===== src/rtl/adcbc_pkg.sv =====
package adcbc_pkg;

   // ---------------------------------------------------------------
   // timing
   // ---------------------------------------------------------------
   localparam int unsigned CLK_PERIOD_NS          = 50;
   localparam int unsigned START_PULSE_MIN_NS     = 300;
   localparam int unsigned START_PULSE_MIN_CYC    =
      (START_PULSE_MIN_NS + CLK_PERIOD_NS - 1) / CLK_PERIOD_NS;
   localparam int unsigned CONVERT_DELAY_MAX_NS   = 700;
   localparam int unsigned CONVERT_DELAY_MAX_CYC  =
      CONVERT_DELAY_MAX_NS / CLK_PERIOD_NS;
   localparam int unsigned CONVERSION_INTERVAL_NS = 10000;
   localparam int unsigned CONVERSION_INTERVAL_CYC =
      CONVERSION_INTERVAL_NS / CLK_PERIOD_NS;
   localparam int unsigned OUTPUT_ACCESS_DELAY_NS = 250;
   localparam int unsigned OUTPUT_ACCESS_DELAY_CYC =
      OUTPUT_ACCESS_DELAY_NS / CLK_PERIOD_NS;

   // ---------------------------------------------------------------
   // converter shape
   // ---------------------------------------------------------------
   localparam int unsigned SAR_BITS    = 8;
   localparam int unsigned SAR_BIT_CYC = 20;

   // ---------------------------------------------------------------
   // register map, byte addresses
   // ---------------------------------------------------------------
   localparam logic [3:0] REG_CTRL   = 4'h0;
   localparam logic [3:0] REG_STATUS = 4'h4;
   localparam logic [3:0] REG_RESULT = 4'h8;
   localparam logic [3:0] REG_COUNT  = 4'hc;

   localparam int unsigned CTRL_ENABLE_BIT  = 0;
   localparam int unsigned STAT_BUSY_BIT    = 0;
   localparam int unsigned STAT_VALID_BIT   = 1;
   localparam int unsigned STAT_IGNORED_BIT = 2;
   localparam logic        CTRL_ENABLE_RST  = 1'b1;

   // synchroniser order: csN ceN rwN coding polarity comp
   localparam logic [5:0]  SYNC_RESET       = 6'h38;

   // ---------------------------------------------------------------
   // types
   // ---------------------------------------------------------------
   typedef enum logic {
      ADCBC_IDLE,
      ADCBC_CONV
   } adcbc_state_e;

   typedef struct packed {
      logic csN;
      logic ceN;
      logic rwN;
   } adcbc_ctl_s;

endpackage : adcbc_pkg


===== src/rtl/adcbc_sync.sv =====
`timescale 1ns/100ps
module adcbc_sync
   import adcbc_pkg::*;
#(
   parameter int unsigned      WIDTH     = 6,
   parameter logic [WIDTH-1:0] RESET_VAL = '0
) (
   input  wire logic             core_clk,
   input  wire logic             rst_n,
   input  wire logic             clkEn,
   input  wire logic [WIDTH-1:0] asyncIn,
   output logic      [WIDTH-1:0] syncOut
);

   typedef struct packed {
      logic [WIDTH-1:0] stage1;
      logic [WIDTH-1:0] stage2;
   } adcbc_sync_s;

   adcbc_sync_s s;
   adcbc_sync_s next_s;

   always_comb begin
      next_s        = s;
      next_s.stage1 = asyncIn;
      next_s.stage2 = s.stage1;
   end

   always_ff @(posedge core_clk or negedge rst_n) begin
      if (!rst_n) begin
         s <= '{stage1: RESET_VAL, stage2: RESET_VAL};
      end else if (clkEn) begin
         s <= next_s;
      end
   end

   assign syncOut = s.stage2;

endmodule : adcbc_sync


===== src/rtl/adcbc_sar.sv =====
`timescale 1ns/100ps
module adcbc_sar
   import adcbc_pkg::*;
#(
   parameter int unsigned BITS    = SAR_BITS,
   parameter int unsigned BIT_CYC = SAR_BIT_CYC
) (
   input  wire logic            core_clk,
   input  wire logic            rst_n,
   input  wire logic            clkEn,
   input  wire logic            start,
   input  wire logic            compHigh,
   output logic      [BITS-1:0] trialCode,
   output logic                 done
);

   localparam int unsigned IW = $clog2(BITS);
   localparam int unsigned CW = $clog2(BIT_CYC);
   localparam logic [CW-1:0] CNT_LAST = CW'(BIT_CYC - 1);
   localparam logic [IW-1:0] IDX_TOP  = IW'(BITS - 1);

   typedef struct packed {
      logic            active;
      logic [BITS-1:0] trial;
      logic [IW-1:0]   bitIdx;
      logic [CW-1:0]   cnt;
      logic            done;
   } adcbc_sar_s;

   adcbc_sar_s s;
   adcbc_sar_s next_s;

   // msb first, one decision per BIT_CYC cycles for dac settling
   always_comb begin
      next_s      = s;
      next_s.done = 1'b0;
      if (start) begin
         next_s.active = 1'b1;
         next_s.trial  = '0;
         next_s.trial[IDX_TOP] = 1'b1;
         next_s.bitIdx = IDX_TOP;
         next_s.cnt    = '0;
      end else if (s.active) begin
         if (s.cnt == CNT_LAST) begin
            next_s.cnt = '0;
            if (!compHigh) begin
               next_s.trial[s.bitIdx] = 1'b0;
            end
            if (s.bitIdx == '0) begin
               next_s.active = 1'b0;
               next_s.done   = 1'b1;
            end else begin
               next_s.bitIdx = s.bitIdx - IW'(1);
               next_s.trial[s.bitIdx - IW'(1)] = 1'b1;
            end
         end else begin
            next_s.cnt = s.cnt + CW'(1);
         end
      end
   end

   always_ff @(posedge core_clk or negedge rst_n) begin
      if (!rst_n) begin
         s <= '0;
      end else if (clkEn) begin
         s <= next_s;
      end
   end

   assign trialCode = s.trial;
   assign done      = s.done;

endmodule : adcbc_sar


===== src/rtl/adcbc_control.sv =====
`timescale 1ns/100ps
module adcbc_control
   import adcbc_pkg::*;
(
   input  wire logic        core_clk,
   input  wire logic        rst_n,
   input  wire logic        clkEn,
   input  wire adcbc_ctl_s  ctlPins,
   input  wire logic        codingSelect,
   input  wire logic        polaritySelect,
   input  wire logic        compHigh,
   output logic      [7:0]  dataOut,
   output logic             dataOeN,
   output logic             statusBusy,
   output logic      [7:0]  dacCode,
   output logic             polarityOut,
   input  wire logic [3:0]  avs_address,
   input  wire logic        avs_read,
   input  wire logic        avs_write,
   input  wire logic [31:0] avs_writedata,
   output logic      [31:0] avs_readdata,
   output logic             avs_waitrequest
);

   // ---------------------------------------------------------------
   // state
   // ---------------------------------------------------------------
   localparam logic [3:0] START_LAST = 4'(START_PULSE_MIN_CYC - 1);
   localparam int CONV_MAX  = CONVERSION_INTERVAL_CYC;
   localparam int START_MAX = CONVERT_DELAY_MAX_CYC;

   typedef struct packed {
      adcbc_state_e state;
      logic [3:0]   startCnt;
      logic         busy;
      logic         resultValid;
      logic [7:0]   result;
      logic         codingSel;
      logic         polSel;
      logic [7:0]   dataOut;
      logic         dataOeN;
      logic         enable;
      logic         startIgnored;
      logic         prevWriteReq;
      logic         sarStart;
      logic [15:0]  convCount;
      logic         waitrequest;
      logic [31:0]  readdata;
   } adcbc_top_s;

   localparam adcbc_top_s TOP_RESET = '{
      state:       ADCBC_IDLE,
      enable:      CTRL_ENABLE_RST,
      dataOeN:     1'b1,
      waitrequest: 1'b1,
      default:     '0
   };

   adcbc_top_s s;
   adcbc_top_s next_s;

   logic [5:0] syncOut;
   logic       csNS;
   logic       ceNS;
   logic       rwNS;
   logic       codingS;
   logic       polS;
   logic       compS;
   logic [7:0] sarCode;
   logic       sarDone;
   logic       selected;
   logic       writeReq;
   logic       readReq;
   logic [31:0] regMux;

   // ---------------------------------------------------------------
   // pin synchronisers and approximation engine
   // ---------------------------------------------------------------
   adcbc_sync #(
      .WIDTH     (6),
      .RESET_VAL (SYNC_RESET)
   ) u_sync (
      .core_clk (core_clk),
      .rst_n    (rst_n),
      .clkEn    (clkEn),
      .asyncIn  ({ctlPins.csN, ctlPins.ceN, ctlPins.rwN,
                  codingSelect, polaritySelect, compHigh}),
      .syncOut  (syncOut)
   );

   assign {csNS, ceNS, rwNS, codingS, polS, compS} = syncOut;

   adcbc_sar #(
      .BITS    (SAR_BITS),
      .BIT_CYC (SAR_BIT_CYC)
   ) u_sar (
      .core_clk  (core_clk),
      .rst_n     (rst_n),
      .clkEn     (clkEn),
      .start     (s.sarStart),
      .compHigh  (compS),
      .trialCode (sarCode),
      .done      (sarDone)
   );

   // either select alone gates the decode, so they are symmetric
   assign selected = s.enable && !csNS && !ceNS;
   assign writeReq = selected && !rwNS;
   assign readReq  = selected && rwNS;

   always_comb begin
      regMux = '0;
      case (avs_address)
         REG_CTRL: begin
            regMux[CTRL_ENABLE_BIT] = s.enable;
         end
         REG_STATUS: begin
            regMux[STAT_BUSY_BIT]    = s.busy;
            regMux[STAT_VALID_BIT]   = s.resultValid;
            regMux[STAT_IGNORED_BIT] = s.startIgnored;
         end
         REG_RESULT: begin
            regMux[7:0] = s.result;
         end
         REG_COUNT: begin
            regMux[15:0] = s.convCount;
         end
         default: begin
            regMux = '0;
         end
      endcase
   end

   // ---------------------------------------------------------------
   // next state
   // ---------------------------------------------------------------
   always_comb begin
      next_s              = s;
      next_s.sarStart     = 1'b0;
      next_s.prevWriteReq = writeReq;

      // one wait cycle per access, readdata captured on it
      if ((avs_read || avs_write) && s.waitrequest) begin
         next_s.waitrequest = 1'b0;
         next_s.readdata    = avs_read ? regMux : '0;
      end else begin
         next_s.waitrequest = 1'b1;
      end
      if (avs_write && !s.waitrequest) begin
         if (avs_address == REG_CTRL) begin
            next_s.enable = avs_writedata[CTRL_ENABLE_BIT];
         end
         if (avs_address == REG_STATUS &&
             avs_writedata[STAT_IGNORED_BIT]) begin
            next_s.startIgnored = 1'b0;
         end
      end

      case (s.state)
         ADCBC_IDLE: begin
            // a held request restarts here after each result
            if (writeReq) begin
               if (s.startCnt == START_LAST) begin
                  next_s.state       = ADCBC_CONV;
                  next_s.busy        = 1'b1;
                  next_s.sarStart    = 1'b1;
                  next_s.resultValid = 1'b0;
                  next_s.startCnt    = '0;
                  next_s.codingSel   = codingS;
                  next_s.polSel      = polS;
               end else begin
                  next_s.startCnt = s.startCnt + 4'h1;
               end
            end else begin
               next_s.startCnt = '0;
            end
         end
         ADCBC_CONV: begin
            // placed after the bus clear so a new event wins
            if (writeReq && !s.prevWriteReq) begin
               next_s.startIgnored = 1'b1;
            end
            if (sarDone) begin
               next_s.state       = ADCBC_IDLE;
               next_s.busy        = 1'b0;
               next_s.resultValid = 1'b1;
               next_s.result      = sarCode ^ {s.codingSel, 7'h00};
               next_s.convCount   = s.convCount + 16'h0001;
            end
         end
         default: begin
            next_s.state = ADCBC_IDLE;
            next_s.busy  = 1'b0;
         end
      endcase

      // drive only for a decoded read with a finished result
      if (readReq && !s.busy && s.resultValid &&
          s.state == ADCBC_IDLE) begin
         next_s.dataOeN = 1'b0;
         next_s.dataOut = s.result;
      end else begin
         next_s.dataOeN = 1'b1;
      end
   end

   always_ff @(posedge core_clk or negedge rst_n) begin
      if (!rst_n) begin
         s <= TOP_RESET;
      end else if (clkEn) begin
         s <= next_s;
      end
   end

   assign dataOut         = s.dataOut;
   assign dataOeN         = s.dataOeN;
   assign statusBusy      = s.busy;
   assign dacCode         = sarCode;
   assign polarityOut     = s.polSel;
   assign avs_readdata    = s.readdata;
   assign avs_waitrequest = s.waitrequest;

   // ---------------------------------------------------------------
   // checks
   // ---------------------------------------------------------------
   logic [8:0] busyCnt;
   logic [4:0] reqCnt;

   always_ff @(posedge core_clk or negedge rst_n) begin
      if (!rst_n) begin
         busyCnt <= '0;
         reqCnt  <= '0;
      end else if (clkEn) begin
         busyCnt <= s.busy ? busyCnt + 9'h001 : 9'h000;
         reqCnt  <= (writeReq && !s.busy && s.state == ADCBC_IDLE) ?
                    reqCnt + 5'h01 : 5'h00;
      end
   end

   deselect_noop_a: assert property (
      @(posedge core_clk) disable iff (!rst_n || !clkEn)
      (csNS || ceNS) |=> dataOeN && !$rose(statusBusy))
      else $error("deselected control caused an operation");

   start_width_a: assert property (
      @(posedge core_clk) disable iff (!rst_n || !clkEn)
      $rose(statusBusy) |-> $past(writeReq, 1) && $past(writeReq, 2) &&
         $past(writeReq, 3) && $past(writeReq, 4) &&
         $past(writeReq, 5) && $past(writeReq, 6))
      else $error("conversion started on a short request");

   start_delay_a: assert property (
      @(posedge core_clk) disable iff (!rst_n || !clkEn)
      reqCnt < 5'(START_MAX))
      else $error("conversion start later than allowed");

   busy_ignore_a: assert property (
      @(posedge core_clk) disable iff (!rst_n || !clkEn)
      (statusBusy && !sarDone) |=> statusBusy && $stable(s.codingSel))
      else $error("start accepted during a conversion");

   busy_no_drive_a: assert property (
      @(posedge core_clk) disable iff (!rst_n || !clkEn)
      statusBusy |-> dataOeN)
      else $error("data driven during a conversion");

   idle_float_a: assert property (
      @(posedge core_clk) disable iff (!rst_n || !clkEn)
      !$past(readReq) |-> dataOeN)
      else $error("data driven without a read");

   result_hold_a: assert property (
      @(posedge core_clk) disable iff (!rst_n || !clkEn)
      (!dataOeN && readReq) |=> !dataOeN && $stable(dataOut))
      else $error("result dropped during a held read");

   busy_bound_a: assert property (
      @(posedge core_clk) disable iff (!rst_n || !clkEn)
      busyCnt <= 9'(CONV_MAX))
      else $error("conversion longer than the interval");

   code_format_a: assert property (
      @(posedge core_clk) disable iff (!rst_n || !clkEn)
      (sarDone && s.state == ADCBC_CONV) |=>
         s.result == ($past(sarCode) ^ {$past(s.codingSel), 7'h00}))
      else $error("result coding mismatch");

   restart_held_a: assert property (
      @(posedge core_clk) disable iff (!rst_n || !clkEn)
      ($fell(statusBusy) ##1 writeReq [*6]) |=> statusBusy)
      else $error("held request did not restart");

   bus_answer_a: assert property (
      @(posedge core_clk) disable iff (!rst_n || !clkEn)
      ((avs_read || avs_write) && avs_waitrequest) |=> !avs_waitrequest)
      else $error("bus access not answered");

endmodule : adcbc_control


===== config.mk =====
export PLATFORM = sky130hd
export DESIGN_NAME = adcbc_control
export DESIGN_NICKNAME = d
export VERILOG_FILES = /design/src/rtl/adcbc_pkg.sv /design/src/rtl/adcbc_sync.sv /design/src/rtl/adcbc_sar.sv /design/src/rtl/adcbc_control.sv
export SDC_FILE = /design/constraint.sdc
export NUM_CORES = 1
export LEC_CHECK = 0
export BUFFER_PORTS_ARGS = -buffer_cell sky130_fd_sc_hd__buf_2
export CAP_MARGIN = 20
export CORE_MARGIN = 3
export CORE_UTILIZATION = 35
export DETAILED_ROUTE_END_ITERATION = 8
export GPL_TIMING_DRIVEN = 0
export PLACE_DENSITY = 0.54
export RECOVER_POWER = 50
export SLEW_MARGIN = 25
export SYNTH_ARGS = -nofsm -noshare
export SYNTH_HDL_FRONTEND = slang
export SYNTH_HIERARCHICAL = 1
export SYNTH_SLANG_ARGS = --single-unit

===== constraint.sdc =====
create_clock -name core_clk -period 2.4 [get_ports core_clk]
set_clock_uncertainty 0.15 [all_clocks]
set_input_delay 0.48 -clock core_clk [delete_from_list [all_inputs] [get_ports core_clk]]
set_output_delay 0.48 -clock core_clk [all_outputs]
set_load 0.01 [all_outputs]

* After elaboration in Yosys (flattened, before gate mapping) *
Index checks and enable logic that the tools add are counted.

storage, ports and cells
  register bits = 109
  bits in writable memories = 0
  memory bits (read-only) = 0
  memories = 0
  output and inout bits = 52
  word-level logic and storage cells = 118
  bits of input ports = 47
  latch bits = 0

operators by class
  eq/ne operators = 9
  $lt $le $gt $ge = 4
  shift operators = 0
  multiply operators = 0
  bitwise gates (word level) = 5
  muxes and demuxes = 39
  $add $sub $neg = 4
  reduce and logical (&&, ||, !) cells = 34
  divide/modulo/power cells = 0

operators by type and width
  operator                 number
  $mux W8                  5
  $mux W18                 1
  $mux W17                 1
  $add A16 B1 Y16 const B  1
  $mux W1                  16
  $mux W16                 1
  $logic_and A1 B1 Y1      13
  $mux W12                 1
  $reduce_and A4 Y1        3
  $mux W11                 1
  $mux W10                 1
  $pmux W5 S2              1
  $reduce_and A3 Y1        3
  $and A8 B8 Y8            1
  $eq A4 B3 Y1 const B     2
  $eq A4 B4 Y1 const B     2
  $lt A3 B4 Y1 const B     2
  $mux W4                  2
  $not A8 Y8               1
  $or A8 B8 Y8             1
  $reduce_and A2 Y1        4
  $xor A8 B8 Y8            1
  $demux W1 S3             2
  $ge A3 B1 Y1 const B     2
  other kinds (18)         27

* Logic depth before layout (Yosys ltp) *
  depth after elaboration = 15
  gate-level depth with buffers = 7
  mapped depth without buffers = 6

* Hierarchy *
The synthesis kept the hierarchy.

by module, submodules not included
  module         sequential area each (um^2)  times used  area an instance (um^2)  cells each
  adcbc_control  1,580.3                      1           3,021.6                  263
  adcbc_sar      450.4                        1           1,094.8                  119
  adcbc_sync     307.8                        1           491.7                    25

* Worst setup path before layout *
OpenSTA, ideal clock, no wires.

  path kind = reg-to-reg
  start = register s[52] (netlist name)
  end = register s, in the netlist polarityOut
  required time = 2.125 ns
  cell stages (with the launch flop) = 5
  setup time = 0.125 ns
  slack = 0.222 ns
  clock period less this slack = 2.178 ns
  buffers on the path = 1
  arrival = 1.903 ns
  path through = dfstp_2 or4b_1 buf_2 or4_4 mux2_4

between the ends
  longest elaborated chain between the ends = 4

RTL lines
  what                              line                  source
  start, declared                   adcbc_control.sv:59   adcbc_top_s s;
  start signal, assigned            adcbc_control.sv:211  s <= next_s;
  $logic_and A1 B1 Y1 (2 in a row)  adcbc_control.sv:107  assign selected = s.enable && !csNS && !ceNS;
  $logic_and A1 B1 Y1               adcbc_control.sv:108  assign writeReq = selected && !rwNS;
  $reduce_and A4 Y1 (no line)       n/a

No other way between the ends.
A chain may end at the register's enable or synchronous reset.

* Worst setup path after layout *
  start = register s[52] (netlist name)
  end = register s[63] (netlist name)

The elaborated chain is that of the path after synthesis.

==> metrics <==
antenna violations before repair 0; total of warnings raised by yosys 6; final standard cell utilization of the core between 40 and 50%; count of port buffers added during placement a little over 50; number of placement rows 41; Leak 2.68 nW; pin slew with the least headroom to its limit between 1000 and 1500 ps; number of I/O pins 99; post-synthesis sequential element count 93; arrival time of the worst setup path about 2400 ps; chain of cells forming the critical path or4b_1, buf_2, or4_4, mux2_4; 1st-iter DRT viols 145; share of synthesized flip-flops with an asynchronous set or reset between 90% and 100%; Critical Path Source Type flop; via count of the first global-routing pass approximately 3100; last weighted congestion value of the routability-driven placer between 0.8 and 0.9; post-synthesis cell type count 52; buffers inserted during post-CTS setup optimization 0; number of flops mapped to enable cells by yosys 0; number of slew-limit violations in the final report 0; Hold Path Class in2reg; CTS buffer count 9; worst slew margin relative to its limit around 26%; dominant synthesized flop cell dfrtp_1; number of standard cells after synthesis 407; length of the first detailed-routing pass in iterations 4; summed instance area of the synthesized netlist 4610 um2; most common library cell in the layout ignoring fill and taps dfrtp_1; DRC violation count after routing 0; Skew-Pair Late Insertion Delay approximately 340 ps; number of hold violations in the final report 0; clock root buffer master clkbuf_16; Congestion Overflow GR 0; total power per unit cell area around 790 nW/um2; number of nets in the finished design about 540; antenna diode count 0; count of endpoints failing setup in the final report 0; largest net degree at the start of global routing 50; standard cell core area 12700 um2; TritonCTS clock tree yes; antenna violation net count after detailed routing 0; synth-to-layout area growth 18.2%; unrepaired setup endpoints after global routing false; wire length reported by the detailed router 9330 um; routed via count divided by cell count between 4 and 5; share of the cycle needed by the critical path after routing between 90% and 100%; crit path time final between 2000 and 2500 ps; crit-path max FO 9; maximum operating frequency ~430 MHz; horizontal extent of the die roughly 120 um; average footprint of a synthesized cell around 11 um2; library cell contributing the largest single delay on the critical path dfstp_2; Worst-path clk slew about 60 ps; WL/cell between 10 and 15 um; clk sink count between 90 and 100; status finished, final reports clean; MaxCap Viol Count 0; via total after detailed routing between 3000 and 4000; global-route wire length before repair 15600 um; number of buffers between clock root and the deepest sink 2; worst setup path category reg2reg; Post-Route Hold Slack 207 ps; worst IR drop on VDD about 380 uV; Required @ worst endpoint about 2500 ps; CP endpoint kind flop; register-to-register setup slack ~91 ps; leading cell types in the layout, fill and taps excluded dfrtp_1 (84), buf_2 (50), buf_4 (48), nand2_1 (37), o21ai_0 (24); Die Ht 121 um; Clock H-tree levels 3; sequential area share after synthesis between 50% and 60%; layout cells sized above 1 about 32%; starting utilization of the core area a little over a third; die area 14600 um2; crit path setup slack, layout 91.1 ps; Global Route Usage Sum about 13%; largest incremental delay on the critical path approximately 570 ps; setup slack at placement -295 ps; hpwl dp just under 7000 um
Yosys cell counts, types with 7 or more instances:
library cell  count  area share (%)
nor2_1           14             1.1
buf_4            48             7.8
mux2_4           12             3.9
xor2_1            7             1.3
inv_1            13             1.1
a22o_1           10             1.9
nand3_1          15             1.6
dfrtp_1          84              46
xnor2_1          13             2.5
mux2i_1           8             1.7
mux2_2           21             5.1
o21ai_0          24             2.6
clkbuf_1          9            0.73
nand2_1          37             3.0
dfstp_2           9             5.1
report_power, final:
| group | internal (W) | total, W | switching, W |
|---|---|---|---|
| clock | 0.000945 | 0.00153 | 0.000587 |
| combinational | 0.000404 | 0.000867 | 0.000463 |
| sequential | 0.00175 | 0.00193 | 0.000178 |
| total | 0.00310 | 0.00433 | 0.00123 |
cell families after synthesis:
logic type	count (synthesis)	share of synthesized area, %
muxes	42	11.3
AOI/OAI and AO/OA	65	9.45
buffers and inverters	73	10.1
adders and majority gates	6	1.63
and+or+nand+nor	107	13.0
other	1	0.0814
DFF	93	50.7
xor gates and xnor gates	20	3.80
stage by stage:
stage / TNS [ps] / cells / total power [W] / area, um2
after CTS: 0 / 663 / 0.00442 / 5500
final: 0 / 662 / 0.00433 / 5450
after global routing: 0 / 662 / 0.00456 / 5450
after detailed placement: -3020 / 646 / 0.00286 / 5170
after global placement: -20250 / 645 / 0.00283 / 5130
after floorplan: 0 / 422 / 0.00257 / 4660
registers in the layout, summed over array words and instances (netlist names), 6 cells and up:
register         cells
avs_readdata        16
dataOut              8
u_sync/syncOut       6
s                   35
u_sar/trialCode      8
u_sar/s              9
u_sync/next_s        6
layout make-up:
type / count / area [um2]
clock buffer: 11 / 243
buffer: 59 / 404
sequential: 93 / 2340
timing repair buffer: 53 / 274
inverter: 13 / 48.8
tap: 172 / 215
multi-input combinational: 256 / 1840
clock inverter: 5 / 82.6
fill: 1262 / 7280
path summary, 6_finish.rpt:
kind / depth (start not counted) / from / end
worst max-delay path: 4 / s[52] / s[63]
worst min-delay path: 2 / polaritySelect / u_sync/next_s[1]
worst max register to register: 4 / s[52] / s[63]
worst min register to register: 1 / s[50] / s[51]
max in group asynchronous: 3 / rst_n / u_sync/next_s[5]
min in group asynchronous: 2 / rst_n / avs_readdata[11]
worst max-delay path, delay by kind of cell, from the launching register on:
kind                   cells  cell delay [ps]
buffers and inverters      1              190
and+or+nand+nor            2              960
DFF                        1              570
muxes                      1              320
layer usage:
layer	part of all wire, %	vias to the layer above	wire length [um]	global-route usage, %
li1	-	1530	-	-
met1	46	1509	4280	17.5
met2	49	67	4610	21.8
met3	4.3	6	399	3.88
met4	0.53	0	49	4.25
met5	0	-	0	0
what timing repair did:
action                                 4_1_cts  5_1_grt
gates resized for setup                      0        2
endpoints found under the hold margin       44        0
hold buffers                                 1        0
setup endpoints to repair                    0       14
(Power assumes the default switching activity.)
